==> src/hdl/kd_pkg.sv <==
package kd_pkg;
  ////////////////////////////////////////////////////////////////////////////
  // Program string layout, shifted in lowest bit first
  localparam int PROG_BITS = 80;
  localparam logic [6:0] PROG_BITS_W = 7'h50;
  localparam int CMD_LSB = 0;
  localparam int CFG_LSB = 8;
  localparam int MFR_LSB = 16;
  localparam logic [7:0] CMD_PROGRAM = 8'hB4;

  // Configuration byte fields, bits 3..7 reserved
  localparam int CFG_LEARN_MODE_BIT = 0;
  localparam int CFG_LEARN_ALG_BIT = 1;
  localparam int CFG_REPEAT_BIT = 2;
  localparam logic [7:0] CFG_RESET = 8'h00;
  localparam logic [7:0] CFG_USED_MASK = 8'h07;

  // Seed patching
  localparam logic [3:0] NORMAL_HI_NIBBLE = 4'h6;
  localparam logic [3:0] NORMAL_LO_NIBBLE = 4'h2;
  localparam logic [3:0] SEED_TOP_ZERO = 4'h0;
  localparam int SN_LSB = 32;
  localparam int SN_BITS = 28;

  // Acknowledge may not rise earlier than this after activation
  localparam int CLK_HZ = 40000000;
  localparam int ACK_MIN_MS = 30;
  localparam int ACK_MIN_CYC = (ACK_MIN_MS * CLK_HZ) / 1000;

  // Block cipher
  localparam logic [9:0] CIPHER_ROUNDS = 10'h210;
  // Arbitrary values, not taken from any real part
  localparam logic [31:0] NLF_TABLE = 32'h9C6B_2E17;
  localparam logic [63:0] STORAGE_KEY = 64'h5A1F_C3E7_0B92_64D8;

  // System memory map (word addresses)
  localparam logic [1:0] MEM_ADDR_CFG = 2'h0;
  localparam logic [1:0] MEM_ADDR_MFR_HI = 2'h1;
  localparam logic [1:0] MEM_ADDR_MFR_LO = 2'h2;

  // Encoder seed width
  typedef enum logic [1:0] {SEED_W32, SEED_W48, SEED_W60} kd_seed_w_t;
endpackage

==> src/hdl/kd_sysmem.sv <==
// Read-protected system memory: no port reaches it from outside the block
module kd_sysmem (
  // Clock
  input wire logic clk,
  input wire logic clk_en,
  // Access
  input wire logic we,
  input wire logic [1:0] addr,
  input wire logic [31:0] wdata,
  output logic [31:0] rdata_q
);
  ////////////////////////////////////////////////////////////////////////////
  logic [31:0] mem_q [4]; // Storage words
  logic [31:0] rdata_d; // Next read word

  // Read path
  always_comb begin
    rdata_d = mem_q[addr];
  end

  // Registered read
  always_ff @(posedge clk) begin
    if (clk_en) begin
      rdata_q <= rdata_d;
    end
  end

  // One write port per entry
  for (genvar i = 0; i < 4; i++) begin : g_word
    always_ff @(posedge clk) begin
      if (clk_en && we && addr == 2'(i)) begin
        mem_q[i] <= wdata;
      end
    end
  end
endmodule // kd_sysmem

==> src/hdl/kd_cipher.sv <==
// Iterative 32-bit block cipher, one round per clock
module kd_cipher (
  // Clock and reset
  input wire logic clk,
  input wire logic rst_n,
  input wire logic clk_en,
  // Request
  input wire logic start,
  input wire logic decrypt,
  input wire logic [63:0] key,
  input wire logic [31:0] din,
  // Answer
  output logic busy_q,
  output logic done_q,
  output logic [31:0] dout_q
);
  ////////////////////////////////////////////////////////////////////////////
  logic [31:0] dout_d;
  logic [63:0] key_q, key_d; // Rotating key
  logic [9:0] cnt_q, cnt_d; // Rounds done
  logic dec_q, dec_d;
  logic busy_d, done_d;
  logic fb; // Feedback bit

  // Round logic
  always_comb begin
    dout_d = dout_q;
    key_d = key_q;
    cnt_d = cnt_q;
    dec_d = dec_q;
    busy_d = busy_q;
    done_d = 1'b0;
    fb = 1'b0;
    if (start && !busy_q) begin
      dout_d = din;
      key_d = key;
      dec_d = decrypt;
      cnt_d = '0;
      busy_d = 1'b1;
    end else if (busy_q) begin
      if (dec_q) begin
        // Inverse round walks the key backwards
        fb = dout_q[31] ^ dout_q[15] ^ key_q[15] ^ kd_pkg::NLF_TABLE[{dout_q[30],
            dout_q[25], dout_q[19], dout_q[8], dout_q[0]}];
        dout_d = {dout_q[30:0], fb};
        key_d = {key_q[62:0], key_q[63]};
      end else begin
        fb = dout_q[0] ^ dout_q[16] ^ key_q[0] ^ kd_pkg::NLF_TABLE[{dout_q[31],
            dout_q[26], dout_q[20], dout_q[9], dout_q[1]}];
        dout_d = {fb, dout_q[31:1]};
        key_d = {key_q[0], key_q[63:1]};
      end
      cnt_d = cnt_q + 10'h001;
      if (cnt_d == kd_pkg::CIPHER_ROUNDS) begin
        busy_d = 1'b0;
        done_d = 1'b1;
      end
    end
  end

  // State registers
  always_ff @(posedge clk or negedge rst_n) begin
    if (!rst_n) begin
      dout_q <= '0;
      key_q <= '0;
      cnt_q <= '0;
      dec_q <= 1'b0;
      busy_q <= 1'b0;
      done_q <= 1'b0;
    end else if (clk_en) begin
      dout_q <= dout_d;
      key_q <= key_d;
      cnt_q <= cnt_d;
      dec_q <= dec_d;
      busy_q <= busy_d;
      done_q <= done_d;
    end
  end
endmodule // kd_cipher

==> src/hdl/kd_learn_key.sv <==
// What this block does
// - Program string is exactly 80 bits
// - Command, configuration, code; each LSB first
// - Code stored encrypted under internal storage key
// - Data line high acknowledges finished write
// - System memory unreadable, written only by program
// - Config bit 0 picks normal or secure learn
// - Config bit 1 picks decryption or XOR in secure learn
// - Config bit 2 repeat reporting; 3-7 reserved
// - Normal seeds: 0x6 and 0x2 over serial
// - Normal key halves decrypt the two seeds
// - Secure seed: low 64 bits, top 4 zero
// - 32-bit seed: serial low 28, then seed
// - 48-bit seed: serial kept unshifted, top 4 zero, plus seed
// - 60-bit seed: upper 32 cleared top, lower 32
// - Secure decrypt: halves decrypt seeds under code
// - Secure XOR: halves XOR code halves
// - Program command byte is B4
module kd_learn_key #(
  parameter int ACK_MIN_CYC = kd_pkg::ACK_MIN_CYC
) (
  // Clock, reset, enable
  input wire logic clk,
  input wire logic rst_n,
  input wire logic clk_en,
  // Serial link pins
  input wire logic ser_clk,
  input wire logic ser_dat_in,
  output logic ser_dat_out_q,
  output logic ser_dat_oe_q,
  // Learn request
  input wire logic learn_start,
  input wire logic [63:0] code_word,
  input wire kd_pkg::kd_seed_w_t seed_width,
  // Learn answer
  output logic key_valid_q,
  output logic [31:0] key_upper_half_q,
  output logic [31:0] key_lower_half_q,
  // Status
  output logic busy_q,
  output logic programmed_q,
  output logic learn_mode_select_q,
  output logic learn_algorithm_select_q,
  output logic repeat_report_en_q
);
  ////////////////////////////////////////////////////////////////////////////
  // Reset release and pin synchronisers
  logic [1:0] rst_sync_q; // Reset release chain
  logic rst_s_n; // Synchronised reset
  logic [2:0] sclk_q; // Two sync stages plus edge history
  logic [1:0] sdat_q; // Two sync stages
  logic sclk_rise;
  logic sclk_low;

  // Release through two flops, assert at once
  always_ff @(posedge clk or negedge rst_n) begin
    if (!rst_n) begin
      rst_sync_q <= 2'b00;
    end else begin
      rst_sync_q <= {rst_sync_q[0], 1'b1};
    end
  end
  assign rst_s_n = rst_sync_q[1];

  // Pin samplers; edges only seen from the second stage on
  always_ff @(posedge clk or negedge rst_s_n) begin
    if (!rst_s_n) begin
      sclk_q <= 3'b000;
      sdat_q <= 2'b00;
    end else if (clk_en) begin
      sclk_q <= {sclk_q[1:0], ser_clk};
      sdat_q <= {sdat_q[0], ser_dat_in};
    end
  end
  assign sclk_rise = sclk_q[1] && !sclk_q[2];
  assign sclk_low = !sclk_q[1];

  ////////////////////////////////////////////////////////////////////////////
  // Main sequencer
  typedef enum logic [4:0] {
    ST_IDLE, ST_ARM, ST_CIPH, ST_ENC_LO, ST_WR_CFG, ST_WR_HI, ST_WR_LO,
    ST_WAIT_ACK, ST_ACK, ST_L_RD_HI, ST_L_DEC_HI, ST_L_RD_LO, ST_L_DEC_LO,
    ST_L_SEED, ST_L_KEY_LO, ST_L_DONE
  } kd_state_t;

  kd_state_t state_q, state_d; // Current step
  kd_state_t ret_q, ret_d; // Step after cipher run
  logic [79:0] sr_q, sr_d; // Program string shifter
  logic [6:0] bits_q, bits_d; // Bits received
  logic [31:0] tmr_q, tmr_d; // Time since activation
  logic [31:0] enc_hi_q, enc_hi_d; // Encrypted code upper word
  logic [31:0] mfr_hi_q, mfr_hi_d; // Plain code, learn only
  logic [31:0] mfr_lo_q, mfr_lo_d;
  logic [63:0] cw_q, cw_d; // Captured code word
  kd_pkg::kd_seed_w_t sw_q, sw_d;
  logic [31:0] seed_lo_q, seed_lo_d; // Held for second decryption
  logic [7:0] cfg_q, cfg_d; // Live configuration byte
  logic prog_q, prog_d;
  logic dout_d, doe_d, kv_d, busy_d;
  logic [31:0] kh_d, kl_d;
  // Cipher request
  logic c_start;
  logic c_dec;
  logic [63:0] c_key;
  logic [31:0] c_din;
  logic c_busy, c_done;
  logic [31:0] c_dout;
  // System memory port
  logic m_we;
  logic [1:0] m_addr;
  logic [31:0] m_wdata, m_rdata;
  // Seed forming
  logic [63:0] seed60; // Low 64 bits, top nibble cleared
  logic [27:0] sn28; // Serial number field
  logic [31:0] seed_hi_c, seed_lo_c; // Seed words for this learn

  // Seed words for the mode in force
  always_comb begin
    seed60 = {kd_pkg::SEED_TOP_ZERO, cw_q[59:0]};
    sn28 = cw_q[kd_pkg::SN_LSB +: kd_pkg::SN_BITS];
    if (!cfg_q[kd_pkg::CFG_LEARN_MODE_BIT]) begin
      seed_hi_c = {kd_pkg::NORMAL_HI_NIBBLE, sn28};
      seed_lo_c = {kd_pkg::NORMAL_LO_NIBBLE, sn28};
    end else begin
      case (sw_q)
        kd_pkg::SEED_W32: begin
          seed_hi_c = {kd_pkg::SEED_TOP_ZERO, sn28};
          seed_lo_c = seed60[31:0];
        end
        kd_pkg::SEED_W48: begin
          // Serial high half, top nibble zero, over seed bits 47..32
          seed_hi_c = {kd_pkg::SEED_TOP_ZERO, seed60[59:48], seed60[47:32]};
          seed_lo_c = seed60[31:0];
        end
        default: begin
          seed_hi_c = seed60[63:32];
          seed_lo_c = seed60[31:0];
        end
      endcase
    end
  end

  // Next-state logic
  always_comb begin
    state_d = state_q;
    ret_d = ret_q;
    sr_d = sr_q;
    bits_d = bits_q;
    tmr_d = tmr_q;
    enc_hi_d = enc_hi_q;
    mfr_hi_d = mfr_hi_q;
    mfr_lo_d = mfr_lo_q;
    cw_d = cw_q;
    sw_d = sw_q;
    seed_lo_d = seed_lo_q;
    cfg_d = cfg_q;
    prog_d = prog_q;
    dout_d = 1'b0;
    doe_d = 1'b0;
    kv_d = 1'b0;
    kh_d = key_upper_half_q;
    kl_d = key_lower_half_q;
    c_start = 1'b0;
    c_dec = 1'b0;
    c_key = kd_pkg::STORAGE_KEY;
    c_din = '0;
    m_we = 1'b0;
    m_addr = kd_pkg::MEM_ADDR_CFG;
    m_wdata = '0;
    // Activation timer saturates well past the limit
    if (tmr_q != 32'hFFFF_FFFF) begin
      tmr_d = tmr_q + 32'h0000_0001;
    end
    case (state_q)
      ST_IDLE: begin
        if (learn_start && prog_q) begin
          // A learn needs a stored code to work from
          cw_d = code_word;
          sw_d = seed_width;
          state_d = ST_L_RD_HI;
        end else if (sclk_rise) begin
          // Shift right so the first bit ends up at bit 0
          sr_d = {sdat_q[1], sr_q[79:1]};
          bits_d = bits_q + 7'h01;
          if (bits_d == kd_pkg::PROG_BITS_W) begin
            bits_d = '0;
            if (sr_d[kd_pkg::CMD_LSB +: 8] == kd_pkg::CMD_PROGRAM) begin
              state_d = ST_ARM;
            end
          end
        end
      end
      ST_ARM: begin
        // Clock raised after the string activates the write
        if (sclk_rise) begin
          tmr_d = '0;
          c_start = 1'b1;
          c_din = sr_q[kd_pkg::MFR_LSB + 32 +: 32];
          ret_d = ST_ENC_LO;
          state_d = ST_CIPH;
        end
      end
      ST_CIPH: begin
        if (c_done) begin
          state_d = ret_q;
        end
      end
      ST_ENC_LO: begin
        enc_hi_d = c_dout;
        c_start = 1'b1;
        c_din = sr_q[kd_pkg::MFR_LSB +: 32];
        ret_d = ST_WR_CFG;
        state_d = ST_CIPH;
      end
      ST_WR_CFG: begin
        // Only the program sequence writes system memory
        m_we = 1'b1;
        m_addr = kd_pkg::MEM_ADDR_CFG;
        m_wdata = {24'h00_0000, sr_q[kd_pkg::CFG_LSB +: 8]};
        state_d = ST_WR_HI;
      end
      ST_WR_HI: begin
        m_we = 1'b1;
        m_addr = kd_pkg::MEM_ADDR_MFR_HI;
        m_wdata = enc_hi_q;
        state_d = ST_WR_LO;
      end
      ST_WR_LO: begin
        m_we = 1'b1;
        m_addr = kd_pkg::MEM_ADDR_MFR_LO;
        m_wdata = c_dout;
        cfg_d = sr_q[kd_pkg::CFG_LSB +: 8];
        prog_d = 1'b1;
        state_d = ST_WAIT_ACK;
      end
      ST_WAIT_ACK: begin
        // Host reads an early rise as failure, so hold off
        if (tmr_q >= 32'(ACK_MIN_CYC)) begin
          state_d = ST_ACK;
        end
      end
      ST_ACK: begin
        // Data high until the host lowers the clock
        dout_d = 1'b1;
        doe_d = 1'b1;
        if (sclk_low) begin
          dout_d = 1'b0;
          doe_d = 1'b0;
          state_d = ST_IDLE;
        end
      end
      ST_L_RD_HI: begin
        m_addr = kd_pkg::MEM_ADDR_MFR_HI;
        state_d = ST_L_DEC_HI;
      end
      ST_L_DEC_HI: begin
        // Recover plain code from its stored form
        c_start = 1'b1;
        c_dec = 1'b1;
        c_din = m_rdata;
        ret_d = ST_L_RD_LO;
        state_d = ST_CIPH;
      end
      ST_L_RD_LO: begin
        mfr_hi_d = c_dout;
        m_addr = kd_pkg::MEM_ADDR_MFR_LO;
        state_d = ST_L_DEC_LO;
      end
      ST_L_DEC_LO: begin
        c_start = 1'b1;
        c_dec = 1'b1;
        c_din = m_rdata;
        ret_d = ST_L_SEED;
        state_d = ST_CIPH;
      end
      ST_L_SEED: begin
        mfr_lo_d = c_dout;
        seed_lo_d = seed_lo_c;
        if (cfg_q[kd_pkg::CFG_LEARN_MODE_BIT] && cfg_q[kd_pkg::CFG_LEARN_ALG_BIT]) begin
          kh_d = seed_hi_c ^ mfr_hi_q;
          kl_d = seed_lo_c ^ c_dout;
          kv_d = 1'b1;
          state_d = ST_IDLE;
        end else begin
          // Normal learn always decrypts, whatever bit 1 says
          c_start = 1'b1;
          c_dec = 1'b1;
          c_key = {mfr_hi_q, c_dout};
          c_din = seed_hi_c;
          ret_d = ST_L_KEY_LO;
          state_d = ST_CIPH;
        end
      end
      ST_L_KEY_LO: begin
        kh_d = c_dout;
        c_start = 1'b1;
        c_dec = 1'b1;
        c_key = {mfr_hi_q, mfr_lo_q};
        c_din = seed_lo_q;
        ret_d = ST_L_DONE;
        state_d = ST_CIPH;
      end
      ST_L_DONE: begin
        kl_d = c_dout;
        kv_d = 1'b1;
        state_d = ST_IDLE;
      end
      default: begin
        state_d = ST_IDLE;
      end
    endcase
    busy_d = (state_d != ST_IDLE);
  end

  // Sequencer registers
  always_ff @(posedge clk or negedge rst_s_n) begin
    if (!rst_s_n) begin
      state_q <= ST_IDLE;
      ret_q <= ST_IDLE;
      sr_q <= '0;
      bits_q <= '0;
      tmr_q <= '0;
      enc_hi_q <= '0;
      mfr_hi_q <= '0;
      mfr_lo_q <= '0;
      cw_q <= '0;
      sw_q <= kd_pkg::SEED_W32;
      seed_lo_q <= '0;
      cfg_q <= kd_pkg::CFG_RESET;
      prog_q <= 1'b0;
      ser_dat_out_q <= 1'b0;
      ser_dat_oe_q <= 1'b0;
      key_valid_q <= 1'b0;
      key_upper_half_q <= '0;
      key_lower_half_q <= '0;
      busy_q <= 1'b0;
    end else if (clk_en) begin
      state_q <= state_d;
      ret_q <= ret_d;
      sr_q <= sr_d;
      bits_q <= bits_d;
      tmr_q <= tmr_d;
      enc_hi_q <= enc_hi_d;
      mfr_hi_q <= mfr_hi_d;
      mfr_lo_q <= mfr_lo_d;
      cw_q <= cw_d;
      sw_q <= sw_d;
      seed_lo_q <= seed_lo_d;
      cfg_q <= cfg_d;
      prog_q <= prog_d;
      ser_dat_out_q <= dout_d;
      ser_dat_oe_q <= doe_d;
      key_valid_q <= kv_d;
      key_upper_half_q <= kh_d;
      key_lower_half_q <= kl_d;
      busy_q <= busy_d;
    end
  end

  // Status mirrors; reserved bits never leave the block
  assign programmed_q = prog_q;
  assign learn_mode_select_q = cfg_q[kd_pkg::CFG_LEARN_MODE_BIT];
  assign learn_algorithm_select_q = cfg_q[kd_pkg::CFG_LEARN_ALG_BIT];
  assign repeat_report_en_q = cfg_q[kd_pkg::CFG_REPEAT_BIT];

  ////////////////////////////////////////////////////////////////////////////
  // Shared cipher and memory
  kd_cipher u_cipher (
    .clk(clk),
    .rst_n(rst_s_n),
    .clk_en(clk_en),
    .start(c_start),
    .decrypt(c_dec),
    .key(c_key),
    .din(c_din),
    .busy_q(c_busy),
    .done_q(c_done),
    .dout_q(c_dout)
  );

  kd_sysmem u_sysmem (
    .clk(clk),
    .clk_en(clk_en),
    .we(m_we && clk_en),
    .addr(m_addr),
    .wdata(m_wdata),
    .rdata_q(m_rdata)
  );
endmodule // kd_learn_key

==> config.mk <==
export PLATFORM = sky130hd
export DESIGN_NAME = kd_learn_key
export DESIGN_NICKNAME = d
export VERILOG_FILES = /design/src/hdl/kd_pkg.sv /design/src/hdl/kd_sysmem.sv /design/src/hdl/kd_cipher.sv /design/src/hdl/kd_learn_key.sv
export SDC_FILE = /design/constraint.sdc
export NUM_CORES = 1
export LEC_CHECK = 0
export BUFFER_PORTS_ARGS = -buffer_cell sky130_fd_sc_hd__buf_2
export CORE_ASPECT_RATIO = 0.75
export CORE_MARGIN = 2
export CORE_UTILIZATION = 40
export DETAILED_ROUTE_END_ITERATION = 16
export PLACE_DENSITY = 0.6
export SLEW_MARGIN = 20
export SYNTH_ARGS = -nofsm -noshare
export SYNTH_HDL_FRONTEND = slang
export SYNTH_SLANG_ARGS = --single-unit
==> constraint.sdc <==
create_clock -name clk -period 38.9 [get_ports clk]
set_clock_uncertainty 0.2 [all_clocks]
set_input_delay 1.945 -clock clk [delete_from_list [all_inputs] [get_ports clk]]
set_output_delay 1.945 -clock clk [all_outputs]
set_load 0.01 [all_outputs]
## Word level (Yosys, flattened, before mapping)

Memory sizes are Yosys's and may differ from the RTL's. A register that Yosys moved wholly into a read port is not among the register bits.
Index checks and enable logic that the tools add are counted.
W data, S select, Z words.

| word-level totals | value |
|---|---|
| register bits after elaboration | 504 |
| latch bits | 0 |
| memory bits (writable) | 128 |
| bits in read-only memories | 64 |
| bits of input ports | 72 |
| output and inout port bits | 72 |
| word-level logic and storage cells | 180 |
| memories kept | 3 |

| cells by class | value |
|---|---|
| $add $sub $neg | 3 |
| multipliers | 0 |
| divide/modulo/power cells | 0 |
| $lt $le $gt $ge | 3 |
| equality and inequality tests | 25 |
| shifts and indexed selects | 0 |
| multiplexer cells | 72 |
| bitwise logic cells | 9 |
| reductions and logical operators | 39 |

Memory list:

| name | depth | width | read ports | clocked after memory_dff | wr ports | RTL line | source |
|---|---|---|---|---|---|---|---|
| u_sysmem.mem_q | 4 | 32 | 1 | 1 | 1 | kd_sysmem.sv:13 | `logic [31:0] mem_q [4];` |
| (no name shown) | 32 | 1 | 1 | 0 | 0 | kd_cipher.sv:48 | `fb = dout_q[0] ^ dout_q[16] ^ key_q[0] ^ kd_pkg::NLF_TABLE[{dout_q[31],` |
| (no name shown) | 32 | 1 | 1 | 0 | 0 | kd_cipher.sv:43 | `fb = dout_q[31] ^ dout_q[15] ^ key_q[15] ^ kd_pkg::NLF_TABLE[{dout_q[30],` |

Operators by type and width:

| cell | count |
|---|---|
| $mux W32 | 14 |
| $mux W64 | 4 |
| $pmux W32 S5 | 1 |
| $pmux W32 S2 | 2 |
| $pmux W64 S2 | 1 |
| $pmux W32 S3 | 1 |
| $reduce_or A32 Y1 | 3 |
| $xor A32 B32 Y32 | 2 |
| $pmux W5 S12 | 1 |
| $mux W5 | 10 |
| $eq A5 B4 Y1 const B | 8 |
| $add A32 B1 Y32 const B | 1 |
| $ge A32 B21 Y1 const B | 1 |
| $ne A32 B32 Y1 const B | 1 |
| $mux W31 | 1 |
| $pmux W5 S6 | 1 |
| $mux W1 | 25 |
| $eq A5 B3 Y1 const B | 4 |
| $mux W10 | 2 |
| $lt A5 B6 Y1 const B | 2 |
| $reduce_and A2 Y1 | 6 |
| $add A10 B1 Y10 const B | 1 |
| $eq A10 B10 Y1 const B | 1 |
| $eq A5 B2 Y1 const B | 2 |
| other kinds (26) | 56 |

## Logic depth before layout (Yosys ltp)

| logic depth | value |
|---|---|
| word-level depth | 12 |
| depth in mapped cells | 9 |
| mapped depth without buffers | 7 |

## Hierarchy

A second synthesis with hierarchy kept.

| second synthesis, totals | value |
|---|---|
| cell total of the unflattened synthesis | 2,698 |
| area total of the unflattened synthesis | 31,021.0 sq um |

Modules (own cells, without submodules):

| module | times used | cells an instance | area each (sq um) | seq. area each (sq um) |
|---|---|---|---|---|
| kd_learn_key | 1 | 1,827 | 18,793.0 | 9,834.4 |
| kd_cipher | 1 | 667 | 6,566.3 | 2,727.6 |
| kd_sysmem | 1 | 204 | 5,661.7 | 4,804.6 |

## Worst setup path before layout

OpenSTA, ideal clock, no wires.

| timing path | value |
|---|---|
| path type | input to register |
| from | input clk_en |
| to | memory u_sysmem.mem_q[1][0] (enable) |
| library setup time | 0.392 ns |
| data arrival time | 3.637 ns |
| required time | 38.308 ns |
| path slack | 34.670 ns |
| stages on the path | 4 |
| path buffers | 3 |
| cells stage by stage | clkbuf_1 > clkbuf_1 > clkbuf_1 > and3_1 |

| between the ends | value |
|---|---|
| cells in the longest elaborated chain, start to end | 9 |
| elaborated cells between the ends (all ways) | 23 |
| those cells by class | mux: 14; reduce/logical: 9 |

RTL lines:

| item | RTL line | source |
|---|---|---|
| start: declaration | kd_learn_key.sv:25 | `input wire logic clk_en,` |
| $logic_and A1 B1 Y1 | kd_learn_key.sv:384 | `.we(m_we && clk_en),` |
| $logic_and A1 B1 Y1 (*) | kd_sysmem.sv:31 | `if (clk_en && we && addr == 2'(i)) begin` |
| $logic_and A1 B1 Y1 | kd_sysmem.sv:31 |  |
| $mux W1 | kd_sysmem.sv:31 |  |
| $mux W1 (implied by the code) | kd_sysmem.sv:32 | `mem_q[i] <= wdata;` |
| $reduce_or A32 Y1 (no source line) | - |  |
| $mux W2 (no source line) / $mux W1 (equally long branches) (3 in a row) | - |  |
| end: declaration | kd_sysmem.sv:13 |  |

Every way passes the cells marked *; elsewhere a longest branch is shown, timed or not.

## Worst setup path in the final report

| timing path | value |
|---|---|
| from | input clk_en |
| to | register cw_q[20] |

| between the ends | value |
|---|---|
| cells in the longest elaborated chain, start to end | 1 |

RTL lines:

| item | RTL line | source |
|---|---|---|
| $reduce_and A3 Y1 (no source line) | - |  |
| end signal: assignment | kd_learn_key.sv:346 | `cw_q <= cw_d;` |
| end: declaration | kd_learn_key.sv:94 | `logic [63:0] cw_q, cw_d;` |

Every way passes these cells.
A chain may end at the register's enable or synchronous reset.

==> out/qor.yml <==
cts_buffer_depth: 3
path_common_cell: "buf_4"
path_cells: "buf_4, inv_1, buf_4, nor3_2, buf_4, mux2_2"
cts_resized: 0
hold_violations: 0
min_path_cells: 0
synthFlopType: "dfrtp_1"
drt-total-wl_um: 84700
synthesis.area_mm2: 0.0292
syn_area_per_cell_um2: 11.3
synth-adder-area-share_pct: 0.471
max_stage_delay_ps: 860
drcViolationCount: 0
path_delay_family: "buffers and inverters"
rsz0062_at_grt: "false"
cts_tree: "built"
final_cell_mix: "dfrtp_1, mux2_2, nand2_1"
fill_cells: 6486
die_area_mm2: 0.0753
yosys_warnings: 0
area_growth_pct: 12.6
worstSkewPairLatency_ps: 630
antenna_found_initial: 1
final_common_cell: "dfrtp_1"
holdCritStartpoint: "rst_sync_q[0]"
synth.distinct_cells: 76
rr_worst_depth: 8
comb_power_share_pct: 22.2
cp.arrival_ps: 4920
design.core.area_mm2: 0.0720
regToRegStartpoint: "state_q[2]"
multi_input_area_mm2: 0.0118
register_area_mm2: 0.0164
yosys.area_share.simple_pct: 8.87
max_freq_ghz: 0.216
muxShareOfSynthArea_pct: 13.9
hold-worst-slack_ps: 155
setup_violations: 0
synth_top_family_by_area: "compound AO/OA/AOI/OAI gates"
outcome: "completed"
grt_overflow: 0
clock_power_share_pct: 31.0
syn_inst: 2581
synth_xor_xnor_area_share_pct: 2.58
yosysSeqAreaShare_pct: 56.1
cap_violations: 0
synthesis.nets: 2664
port_buffers: 137
crit_path_end_kind: "register"
ant_nets: 0
num_rows: 85
grt_use_total_pct: 22.6
hpwlAfterDp_um: 52800
synth_compound_area_share_pct: 14.3
crit_fanout: 55
p_int_mw: 1.38
post_cts_buffers: 0
synth_seq_cells: 630
via_per_inst: 5.81
power.density_mw_per_mm2: 63.1
grt_max_degree: 157
root_buffer: "clkbuf_16"
vias: 21100
grt_pass1_vias: 21000
worstMarginPinSlew_ps: 1160
async_flop_share_pct: 79.7
hold_buffers: 0
path_clk_slew_ps: 60
dr.pass1.iters: 5
clkSinkCount: 630
antenna_cells: 0
critPathKind: "in -> reg"
synth_edf_count: 128
post_drt_wl_per_cell_um: 23.3
p_leak_nw: 13.9
worst_hold_path_type: "reg -> reg"
nNetsFinal: 2704
cp-start-kind: "primary input"
cp.required_ps: 39190
io_pins: 144
start_util_pct: 40.6
grt_pass1_wl_um: 130000
ctsHtreeMaxLevel: 3
maxSlewViolCount: 0
finalSetupTns_ps: 0
gp_congestion: 0.822
cp_slowest_cell: "buf_4"
timing.final.crit_share_pct: 11.9
numCtsBuffers: 67
drt_iter0_markers: 2132
min_period_ps: 4630
swShare_pct: 33.8
p_sw_mw: 0.701
worst-path-buf-inv: 4
fp.dieH_um: 238
die_w_um: 316
maxSlewHeadroom_pct: 22.7
cp-startpoint: "clk_en"
seqPwrFrac_pct: 46.8
cp.depth: 6
drive_above_1_share_pct: 22.5
vdd_drop_max_uv: 31.9
[power by group through the flow]
stage / clock network [mW] / registers, mW / logic (mW)
3_3_place_gp: 0 / 0.972 / 0.448
3_5_place_dp: 0 / 0.979 / 0.458
6_report: 0.643 / 0.972 / 0.461
2_1_floorplan: 0 / 0.909 / 0.323
5_1_grt: 0.683 / 0.987 / 0.510
4_1_cts: 0.653 / 0.967 / 0.460
[stage by stage]
step | area (um2) | worst slack [ps] | cells | total power [mW] | utilization [%]
5_1_grt | 32900 | 34130 | 3629 | 2.18 | 45.7
4_1_cts | 32900 | 34350 | 3629 | 2.08 | 45.7
2_1_floorplan | 29200 | 23670 | 2581 | 1.23 | -
3_5_place_dp | 30700 | 33710 | 3509 | 1.44 | 42.7
6_report | 32900 | 34270 | 3629 | 2.08 | 45.7
3_3_place_gp | 30700 | 33760 | 3509 | 1.42 | 42.7
[path summary, 6_finish.rpt]
check                                      to  slack, ps
max in group asynchronous  u_cipher.key_q[28]      35500
setup reg to reg           u_cipher.key_q[62]      34750
setup / recovery                     cw_q[20]      34270
hold / removal                  rst_sync_q[1]        160
hold reg to reg                 rst_sync_q[1]        160
min in group asynchronous         enc_hi_q[4]        180
[layout make-up]
type	count	share of cell area [%]
Clock buffer	88	5.71
Timing Repair Buffer	181	3.18
Inverter	58	0.662
Tap cell	957	3.64
Multi-Input combinational cell	1683	36.0
Sequential cell	630	49.9
Clock inverter	32	0.954
[registers in the layout (all words and copies together), names as in the netlist, 3 cells and up]
| name | count |
|---|---|
| u_cipher.key_q | 64 |
| bits_q | 7 |
| mfr_lo_q | 32 |
| cfg_q | 3 |
| state_q | 5 |
| u_cipher.dout_q | 32 |
| sr_q | 79 |
| key_lower_half_q | 32 |
| cw_q | 60 |
| enc_hi_q | 32 |
| sclk_q | 3 |
| u_cipher.cnt_q | 10 |
| ret_q | 4 |
| tmr_q | 32 |
| seed_lo_q | 32 |
| mfr_hi_q | 32 |
| u_sysmem.rdata_q | 32 |
| key_upper_half_q | 32 |
| u_sysmem.mem_q | 96 |
[layer usage]
layer  GRT usage, %  share of wire [%]
met1           34.0                 47
met2           32.9                 43
met3           6.00                8.4
met4           4.12                1.4
met5              0                  0
[Yosys cell counts, types with 11 or more instances]
cell type  instances  area, um2
nor3_1            12       60.1
inv_1             57        214
ha_1              11        138
buf_2             45        225
edfxtp_1         128       3840
a32o_1            13        130
o22ai_1           62        388
nor2_1           147        552
o21ai_0          225       1130
xnor2_1           66        578
nand4_1           40        250
and3_1            13       81.3
nand2_1          234        878
a22oi_1           87        653
a221oi_1          15        131
xor2_1            20        175
a31oi_1           11       68.8
dfrtp_1          502      12600
or3_1             12       75.1
mux2i_1           84        841
nand3_1           29        145
clkbuf_1         145        544
a21oi_1          117        586
a22o_1            72        631
mux2_2           282       3180
[cell families (layout without fill, tap and decap cells)]
group | after synthesis | count (layout)
mux | 368 | 368
flops | 630 | 630
fa+ha+maj | 11 | 11
compound gates | 656 | 656
simple gates | 561 | 561
other cells | 1 | 1
buf+inv | 268 | 359
xor+xnor | 86 | 86
Power figures use the tool's default switching activity.
